<file path="config.mk">
export PLATFORM = sky130hd
export DESIGN_NAME = psr_shift_reg
export DESIGN_NICKNAME = d
export VERILOG_FILES = /design/src/rtl/psr_pkg.sv /design/src/rtl/psr_fifo.sv /design/src/rtl/psr_shift_reg.sv
export SDC_FILE = /design/constraint.sdc
export NUM_CORES = 1
export LEC_CHECK = 0
export ABC_AREA = 0
export BUFFER_PORTS_ARGS = -buffer_cell sky130_fd_sc_hd__buf_2
export CORE_UTILIZATION = 51
export CTS_CLUSTER_DIAMETER = 40
export DETAILED_ROUTE_END_ITERATION = 7
export GPL_ROUTABILITY_DRIVEN = 0
export PLACE_DENSITY = 0.74
export SYNTH_ARGS = -nofsm -noshare
export SYNTH_HDL_FRONTEND = slang
export SYNTH_SLANG_ARGS = --single-unit
</file>
<file path="constraint.sdc">
create_clock -name clk_sys -period 2.25 [get_ports clk_sys]
set_clock_uncertainty 0.1 [all_clocks]
set_input_delay 0.45 -clock clk_sys [delete_from_list [all_inputs] [get_ports clk_sys]]
set_output_delay 0.45 -clock clk_sys [all_outputs]
set_load 0.01 [all_outputs]
</file>
<file path="src/rtl/psr_pkg.sv">
// How it works
// RQ1: select low copies all eight parallel inputs into the stages, no clock edge needed.
// RQ2: select high captures serial input into first stage on effective clock rising edge.
// RQ3: each shift edge moves contents one stage toward the last stage, except an edge that comes while the output queue is full.
// RQ4: both clock inputs behave identically; swapping them changes nothing.
// RQ5: either clock input held high inhibits edges on the other input.
// RQ6: controller should raise inhibit only while the other clock is high.
// RQ7: contents hold indefinitely; any clock rate down to zero is accepted.
// RQ8: last stage drives true output and its complement at all times.
// RQ9: last parallel input loads final stage, reaching both outputs during load.
// RQ10: parallel inputs map in order, first input to first stage, last to output stage.
// RQ11: clock edges are ignored while select is low; load beats shift.
package psr_pkg;
	localparam int STAGES = 8;
	localparam int LAST = STAGES - 1;
	localparam logic [STAGES-1:0] STAGE_RESET = 8'h00;
	localparam int FIFO_WIDTH = 1;
	localparam int FIFO_DEPTH = 8;
	typedef enum logic [1:0] {
		PSR_LOAD = 2'h1,
		PSR_SHIFT = 2'h2
	} psr_mode_t;
endpackage

</file>
<file path="src/rtl/psr_fifo.sv">
`timescale 1ns/1ps
module psr_fifo #(
	parameter int WIDTH = 1,
	parameter int DEPTH = 8
) (
	input wire logic clk_sys,
	input wire logic rst,
	input wire logic [WIDTH-1:0] in_data,
	input wire logic in_valid,
	output logic in_ready,
	output logic [WIDTH-1:0] out_data,
	output logic out_valid,
	input wire logic out_ready
);
	localparam int AW = $clog2(DEPTH);
	logic [WIDTH-1:0] mem [DEPTH];
	logic [AW-1:0] wr_ptr;
	logic [AW-1:0] rd_ptr;
	logic [AW:0] count;
	logic push;
	logic pop;

	assign push = in_valid && in_ready;
	assign pop = out_valid && out_ready;

	always_ff @(posedge clk_sys) begin
		if (push) begin
			mem[wr_ptr] <= in_data;
		end
	end

	always_ff @(posedge clk_sys) begin
		if (rst) begin
			wr_ptr <= '0;
			rd_ptr <= '0;
			count <= '0;
		end else begin
			if (push) begin
				wr_ptr <= (wr_ptr == AW'(DEPTH - 1)) ? '0 : wr_ptr + 1'b1;
			end
			if (pop) begin
				rd_ptr <= (rd_ptr == AW'(DEPTH - 1)) ? '0 : rd_ptr + 1'b1;
			end
			count <= count + (AW+1)'(push) - (AW+1)'(pop);
		end
	end

	// registered read data: refresh whenever the head changes
	always_ff @(posedge clk_sys) begin
		if (rst) begin
			out_data <= '0;
			out_valid <= 1'b0;
		end else if (!out_valid || out_ready) begin
			if (count != '0 && !(out_valid && count == (AW+1)'(1))) begin
				out_data <= mem[out_valid ? ((rd_ptr == AW'(DEPTH - 1)) ? '0 : rd_ptr + 1'b1)
					: rd_ptr];
				out_valid <= 1'b1;
			end else begin
				out_valid <= 1'b0;
			end
		end
	end

	assign in_ready = (count != (AW+1)'(DEPTH));
endmodule

</file>
<file path="src/rtl/psr_shift_reg.sv">
`timescale 1ns/1ps
module psr_shift_reg
	import psr_pkg::*;
(
	input wire logic clk_sys,
	input wire logic rst,
	input wire logic load_shift_n,
	input wire logic clk_a,
	input wire logic clk_b,
	input wire logic serial_data_in,
	input wire logic [psr_pkg::STAGES-1:0] par_in,
	output logic last_q,
	output logic last_q_n,
	output logic serial_valid,
	input wire logic serial_ready,
	output logic serial_bit,
	output logic in_stall
);
	import psr_pkg::*;

	psr_mode_t mode;
	logic [STAGES-1:0] stage;
	logic clk_a_d;
	logic clk_b_d;
	logic shift_edge;
	logic fifo_in_ready;
	logic fifo_out_valid;
	logic fifo_out_data;

	// effective clock is the OR of both inputs: a rise of one counts only if the other is low
	function automatic logic eff_rise(input logic a_now, input logic a_old, input logic b_now,
		input logic b_old);
		eff_rise = (a_now || b_now) && !(a_old || b_old);
	endfunction

	always_ff @(posedge clk_sys) begin
		if (rst) begin
			clk_a_d <= 1'b0;
			clk_b_d <= 1'b0;
		end else begin
			clk_a_d <= clk_a;
			clk_b_d <= clk_b;
		end
	end

	// symmetric in a and b, and a high level on either masks the other
	assign shift_edge = eff_rise(clk_a, clk_a_d, clk_b, clk_b_d); // RQ4 RQ5

	always_ff @(posedge clk_sys) begin
		if (rst) begin
			mode <= PSR_LOAD;
		end else begin
			mode <= load_shift_n ? PSR_SHIFT : PSR_LOAD;
		end
	end

	// load is level sensitive and overrides any edge; with no edge the stages just hold
	always_ff @(posedge clk_sys) begin
		if (rst) begin
			stage <= STAGE_RESET;
		end else if (!load_shift_n) begin
			stage <= par_in; // RQ1 RQ9 RQ10 RQ11
		end else if (shift_edge && fifo_in_ready) begin
			stage <= {stage[LAST-1:0], serial_data_in}; // RQ2 RQ3 RQ7
		end
	end

	always_ff @(posedge clk_sys) begin
		if (rst) begin
			last_q <= STAGE_RESET[LAST];
			last_q_n <= ~STAGE_RESET[LAST];
		end else if (!load_shift_n) begin
			last_q <= par_in[LAST]; // RQ9
			last_q_n <= ~par_in[LAST]; // RQ9
		end else if (shift_edge && fifo_in_ready) begin
			last_q <= stage[LAST-1]; // RQ8
			last_q_n <= ~stage[LAST-1]; // RQ8
		end else begin
			last_q <= stage[LAST];
			last_q_n <= ~stage[LAST];
		end
	end

	// bits leaving the last stage are queued; a full queue stalls shifting
	psr_fifo #(
		.WIDTH(FIFO_WIDTH),
		.DEPTH(FIFO_DEPTH)
	) u_fifo (
		.clk_sys(clk_sys),
		.rst(rst),
		.in_data(stage[LAST]),
		.in_valid(load_shift_n && shift_edge),
		.in_ready(fifo_in_ready),
		.out_data(fifo_out_data),
		.out_valid(fifo_out_valid),
		.out_ready(serial_ready)
	);

	always_ff @(posedge clk_sys) begin
		if (rst) begin
			in_stall <= 1'b0;
		end else begin
			in_stall <= ~fifo_in_ready;
		end
	end

	assign serial_valid = fifo_out_valid;
	assign serial_bit = fifo_out_data;

	a_outs_complement: assert property (@(posedge clk_sys) disable iff (rst) // RQ8
		last_q_n == ~last_q) else $error("outputs not complementary");

	a_load_copies: assert property (@(posedge clk_sys) disable iff (rst) // RQ1
		!load_shift_n |=> stage == $past(par_in)) else $error("parallel load missed");

	a_load_out: assert property (@(posedge clk_sys) disable iff (rst) // RQ9
		!load_shift_n |=> last_q == $past(par_in[LAST])) else $error("last input not on output");

	a_shift_in: assert property (@(posedge clk_sys) disable iff (rst) // RQ2
		load_shift_n && shift_edge && fifo_in_ready |=> stage[0] == $past(serial_data_in))
		else $error("serial bit not captured");

	a_shift_move: assert property (@(posedge clk_sys) disable iff (rst) // RQ3
		load_shift_n && shift_edge && fifo_in_ready |=>
		stage[LAST:1] == $past(stage[LAST-1:0])) else $error("stages did not advance");

	a_hold_idle: assert property (@(posedge clk_sys) disable iff (rst) // RQ7
		load_shift_n && !shift_edge |=> $stable(stage)) else $error("stages changed without edge");

	a_inhibit_blocks: assert property (@(posedge clk_sys) disable iff (rst) // RQ5
		clk_b_d && clk_b && $rose(clk_a) |-> !shift_edge) else $error("inhibit ignored");

	a_load_priority: assert property (@(posedge clk_sys) disable iff (rst) // RQ11
		!load_shift_n && shift_edge |=> stage == $past(par_in)) else $error("shift beat load");

	a_swap_same: assert property (@(posedge clk_sys) disable iff (rst) // RQ4
		shift_edge == eff_rise(clk_b, clk_b_d, clk_a, clk_a_d)) else $error("clocks not symmetric");

	// cross-checks on mode, clock gating, output stage and the outbound queue
	a_mode_load: assert property ( // RQ11
		@(posedge clk_sys) disable iff (rst)
		!load_shift_n |=> mode == PSR_LOAD)
		else $error("mode not load");

	a_mode_shift: assert property ( // RQ2
		@(posedge clk_sys) disable iff (rst)
		load_shift_n |=> mode == PSR_SHIFT)
		else $error("mode not shift");

	a_inhibit_by_a: assert property ( // RQ5
		@(posedge clk_sys) disable iff (rst)
		clk_a_d && clk_a && $rose(clk_b) |-> !shift_edge)
		else $error("inhibit on a ignored");

	a_rise_a_alone: assert property ( // RQ4
		@(posedge clk_sys) disable iff (rst)
		!clk_a_d && clk_a && !clk_b_d && !clk_b |-> shift_edge)
		else $error("rise on a missed");

	a_rise_b_alone: assert property ( // RQ4
		@(posedge clk_sys) disable iff (rst)
		!clk_b_d && clk_b && !clk_a_d && !clk_a |-> shift_edge)
		else $error("rise on b missed");

	a_clk_a_track: assert property ( // RQ4
		@(posedge clk_sys) disable iff (rst)
		1'b1 |=> clk_a_d == $past(clk_a))
		else $error("clock a history lost");

	a_clk_b_track: assert property ( // RQ4
		@(posedge clk_sys) disable iff (rst)
		1'b1 |=> clk_b_d == $past(clk_b))
		else $error("clock b history lost");

	a_inhibit_hold: assert property ( // RQ5
		@(posedge clk_sys) disable iff (rst)
		load_shift_n && clk_b_d && clk_b |=> $stable(stage))
		else $error("shift while inhibited");

	a_out_is_last: assert property ( // RQ8
		@(posedge clk_sys) disable iff (rst)
		last_q == stage[LAST])
		else $error("output not last stage");

	a_out_follow: assert property ( // RQ7
		@(posedge clk_sys) disable iff (rst)
		load_shift_n && !shift_edge |=> last_q == $past(stage[LAST]))
		else $error("output moved while idle");

	a_shift_out: assert property ( // RQ3
		@(posedge clk_sys) disable iff (rst)
		load_shift_n && shift_edge && fifo_in_ready |=> last_q == $past(stage[LAST-1]))
		else $error("output did not advance");

	a_stall_drop: assert property ( // RQ3
		@(posedge clk_sys) disable iff (rst)
		load_shift_n && shift_edge && !fifo_in_ready |=> $stable(stage))
		else $error("shift taken while full");

	a_stall_hold_q: assert property ( // RQ7
		@(posedge clk_sys) disable iff (rst)
		load_shift_n && !fifo_in_ready |=> $stable(last_q))
		else $error("output moved while full");

	a_single_edge: assert property ( // RQ3
		@(posedge clk_sys) disable iff (rst)
		shift_edge |=> !shift_edge)
		else $error("double shift edge");

	a_stall_reg: assert property ( // RQ3
		@(posedge clk_sys) disable iff (rst)
		1'b1 |=> in_stall == $past(!fifo_in_ready))
		else $error("stall flag wrong");

	a_empty_no_stall: assert property ( // RQ3
		@(posedge clk_sys) disable iff (rst)
		!serial_valid |=> !in_stall)
		else $error("stall with empty queue");

	a_serial_keep: assert property ( // RQ3
		@(posedge clk_sys) disable iff (rst)
		serial_valid && !serial_ready |=> serial_valid && $stable(serial_bit))
		else $error("queue head dropped");

	a_reset_state: assert property ( // RQ8
		@(posedge clk_sys)
		rst |=> !last_q && last_q_n && !in_stall && !serial_valid)
		else $error("reset state wrong");
endmodule

</file>
==> impl_metrics.prom <==
# TYPE chip_impl_metric gauge
chip_impl_info{name="run_status",value="completed"} 1
chip_impl_metric{name="grt_antenna_before_repair",unit=""} 0
chip_impl_metric{name="synth-edff-count",unit=""} 8
chip_impl_metric{name="report.final.slew_viol_count",unit=""} 0
chip_impl_metric{name="finalHoldWorstSlack",unit="ps"} 255
chip_impl_info{name="path_class",value="reg -> reg"} 1
chip_impl_metric{name="wire_length_per_cell_after_detailed_routing",unit="um"} 12.0
chip_impl_metric{name="total_power",unit="mW"} 1.82
chip_impl_metric{name="tritoncts.num_buffers",unit=""} 5
chip_impl_metric{name="io_buffer_count",unit=""} 19
chip_impl_metric{name="yosys.area.top_type_share",unit="%"} 31.0
chip_impl_metric{name="post_synth_inst_count",unit=""} 162
chip_impl_metric{name="cts_num_sinks",unit=""} 33
chip_impl_metric{name="stdcell_count",unit=""} 233
chip_impl_metric{name="worstSkewPairLatency",unit="ps"} 330
chip_impl_metric{name="ys_seq_area_share",unit="%"} 45.9
chip_impl_info{name="crit-reg2reg-capture",value="u_fifo.count[2]$_SDFF_PP0_"} 1
chip_impl_metric{name="vdd_ir_drop_max",unit="mV"} 0.421
chip_impl_metric{name="grt_start_max_net_pins",unit=""} 25
chip_impl_metric{name="start_util",unit="%"} 53.3
chip_impl_info{name="post_synth_main_area_contributors",value="dfxtp_1, edfxtp_1, ha_1"} 1
chip_impl_metric{name="maxSlewHeadroom",unit="%"} 71.6
chip_impl_metric{name="syn_area",unit="mm2"} 0.00161
chip_impl_metric{name="cellLeakagePower",unit="nW"} 0.773
chip_impl_metric{name="detailed_place_hpwl",unit="um"} 2150
chip_impl_metric{name="first_global_vias",unit=""} 1177
chip_impl_metric{name="final.min_clock_period",unit="ps"} 2120
chip_impl_info{name="worstHoldPathType",value="in -> reg"} 1
chip_impl_info{name="clock_tree_from_tritoncts",value="done"} 1
chip_impl_info{name="synthDominantAreaCellType",value="dfxtp_1"} 1
chip_impl_metric{name="final.setup.worst_slack",unit="ps"} 130
chip_impl_metric{name="dp_worst_setup_slack",unit="ps"} 29.2
chip_impl_info{name="synth_top_flop_cell",value="dfxtp_1"} 1
chip_impl_metric{name="worstMarginPinSlew",unit="ps"} 426
chip_impl_metric{name="drc_errors",unit=""} 0
chip_impl_metric{name="drive_gt1_share",unit="%"} 23.3
chip_impl_metric{name="hold_depth",unit=""} 2
chip_impl_metric{name="vias_per_cell",unit=""} 5.10
chip_impl_metric{name="postSynthNetCount",unit=""} 188
chip_impl_metric{name="synth_cell_types",unit=""} 41
chip_impl_metric{name="nets",unit=""} 214
chip_impl_metric{name="worstPathRequired",unit="ps"} 2360
chip_impl_metric{name="worst-endpoint-arrival",unit="ps"} 2230
chip_impl_metric{name="antenna_violating_nets_post_route",unit=""} 0
chip_impl_metric{name="global_route_wire_length_before_repair",unit="um"} 5030
chip_impl_metric{name="ctsHtreeMaxLevel",unit=""} 2
chip_impl_info{name="start_kind",value="register"} 1
chip_impl_metric{name="max-cap-violations",unit=""} 0
chip_impl_metric{name="clk_transition_reported_paths",unit="ps"} 90
chip_impl_metric{name="drt_iter0_drc",unit=""} 28
chip_impl_info{name="cts.root.buffer_cell",value="clkbuf_4"} 1
chip_impl_metric{name="worst-r2r-setup-slack",unit="ps"} 130
chip_impl_metric{name="floorplan.io_pins",unit=""} 20
chip_impl_metric{name="die_area",unit="mm2"} 0.00339
chip_impl_metric{name="fillerInstances",unit=""} 269
chip_impl_metric{name="diodes_inserted",unit=""} 0
chip_impl_info{name="crit-reg2reg-launch",value="u_fifo.count[2]$_SDFF_PP0_"} 1
chip_impl_metric{name="vias",unit=""} 1189
chip_impl_info{name="end_kind",value="register"} 1
chip_impl_metric{name="synth_async_sr_flop_share",unit="%"} 0
chip_impl_metric{name="die-height",unit="um"} 58.2
chip_impl_metric{name="layout_worst_path_cycle_share",unit="%"} 94.2
chip_impl_metric{name="global_route_congestion_overflow_total",unit=""} 0
chip_impl_metric{name="synthesis.area_per_instance",unit="um2"} 9.96
chip_impl_metric{name="dr.pass1.iters",unit=""} 4
chip_impl_metric{name="critical_path_peak_fanout",unit=""} 3
chip_impl_metric{name="cts_buffer_depth",unit=""} 2
chip_impl_metric{name="depth_of_the_worst_register_to_register_path",unit=""} 10
chip_impl_metric{name="row_count",unit=""} 20
chip_impl_metric{name="power_per_cell_area",unit="mW/mm2"} 973
chip_impl_metric{name="ys_ff_latch",unit=""} 33
chip_impl_info{name="hold_end",value="clk_b_d$_SDFF_PP0_"} 1
chip_impl_metric{name="area_delta_synth_final",unit="%"} 15.9
chip_impl_metric{name="ys_warn_count",unit=""} 0
chip_impl_metric{name="postPlaceCellArea",unit="mm2"} 0.00177
chip_impl_metric{name="placed_cells_incl_taps",unit=""} 223
chip_impl_info{name="library_cell_with_the_highest_instance_count_after_synthesis",value="dfxtp_1"} 1
chip_impl_metric{name="grt_usage",unit="%"} 19.7
chip_impl_metric{name="final_hold_violating_endpoints",unit=""} 0
chip_impl_metric{name="die-width",unit="um"} 58.2
chip_impl_info{name="synth.cells.most_frequent",value="dfxtp_1, nor2_1, nand2_1, inv_1, ha_1"} 1
chip_impl_info{name="hold_path.startpoint",value="clk_b"} 1
chip_impl_metric{name="achievable-frequency",unit="MHz"} 472
chip_impl_metric{name="final-setup-viol-count",unit=""} 0
chip_impl_metric{name="postLayoutCellArea",unit="mm2"} 0.00187
chip_impl_metric{name="core",unit="mm2"} 0.00303
chip_impl_metric{name="wl",unit="um"} 2800
## worst max-delay path by stage
stage	slack, ps	startpoint	endpoint
2_1_floorplan	120	u_fifo.count[2]$_SDFF_PP0_	u_fifo.count[2]$_SDFF_PP0_
3_3_place_gp	120	clk_b	u_fifo.count[2]$_SDFF_PP0_
3_5_place_dp	30	clk_a	u_fifo.mem[0]$_DFFE_PP_
4_1_cts	30	u_fifo.count[2]$_SDFF_PP0_	u_fifo.mem[0]$_DFFE_PP_
5_1_grt	-5	u_fifo.count[2]$_SDFF_PP0_	u_fifo.count[2]$_SDFF_PP0_
6_report	130	u_fifo.count[2]$_SDFF_PP0_	u_fifo.count[2]$_SDFF_PP0_
## where the power goes
group	total, mW	leakage (nW)	internal, mW	switching (mW)
logic	0.663	0.453	0.310	0.352
registers	0.731	0.280	0.686	0.0447
clock network	0.426	0.0399	0.231	0.195
## kinds of logic after synthesis
logic type / share of synthesized area (%)
buffers and inverters: 5.51
multiplexers: 7.06
AO/OA/AOI/OAI: 15.0
adder cells (fa/ha/maj): 9.00
flip-flops: 45.9
XOR/XNOR: 1.09
AND/OR/NAND/NOR: 16.4
## routing by layer
layer	global-route usage, %	vias to the layer above	routed length, um
li1	-	620	-
met1	21.7	544	1150
met4	9.86	0	50
met2	35.0	19	1510
met3	4.91	6	85
met5	0	-	0
## metrics by stage
stage | setup TNS (ps) | util, %
4_1_cts | 0 | 60.9
5_1_grt | -5.09 | 61.7
3_5_place_dp | 0 | 58.4
3_3_place_gp | 0 | 58.4
2_1_floorplan | 0 | -
6_report | 0 | 61.7
## final cells by class
class / instances / area (um2) / area share [%]
clock buffer: 6 / 41.3 / 2.21
timing repair buffer: 27 / 155 / 8.30
tap: 44 / 55.1 / 2.95
multi-input combinational: 108 / 795 / 42.5
sequential: 33 / 741 / 39.6
inverter: 13 / 48.8 / 2.61
clock inverter: 2 / 33.8 / 1.81
## worst max-delay path, stage by stage (launching register included)
cell and delay [ps]:
dfxtp_1 320, inv_1 70, ha_2 200, a2111oi_4 380
nand2_2 90, inv_1 70, ha_1 160, inv_1 60
fa_2 330, xor2_1 170, nor2_1 60
## cells in the final DEF (no fill, tap or decap), types with 2 or more instances in the layout
cell,Yosys,routed
nor3_1,5,5
buf_2,2,19
buf_4,0,8
nor4b_2,1,2
ha_1,10,9
nand2_1,13,13
inv_1,12,12
mux2i_1,8,8
a211oi_1,9,9
a31oi_1,2,2
dfxtp_1,25,25
nor3b_1,2,2
clkbuf_4,0,5
a21oi_1,8,8
nand3_1,2,2
o21ai_0,3,3
nor2b_1,3,3
nor2_1,19,19
edfxtp_1,8,8
nand2b_1,3,3
## registers in the layout, summed over array words and instances (netlist names), 3 cells and up
signal and flops:
stage 8, u_fifo.mem 8, u_fifo.count 4, u_fifo.rd_ptr 3, u_fifo.wr_ptr 3
## what timing repair did
item                                    in CTS  in global routing
gates resized for setup                      0                  3
hold buffers                                 0                  0
buffers inserted                             0                  2
endpoints found under the setup margin       0                  3
endpoints found under the hold margin        0                  0
No activity file was read; power rests on OpenSTA's default activity.
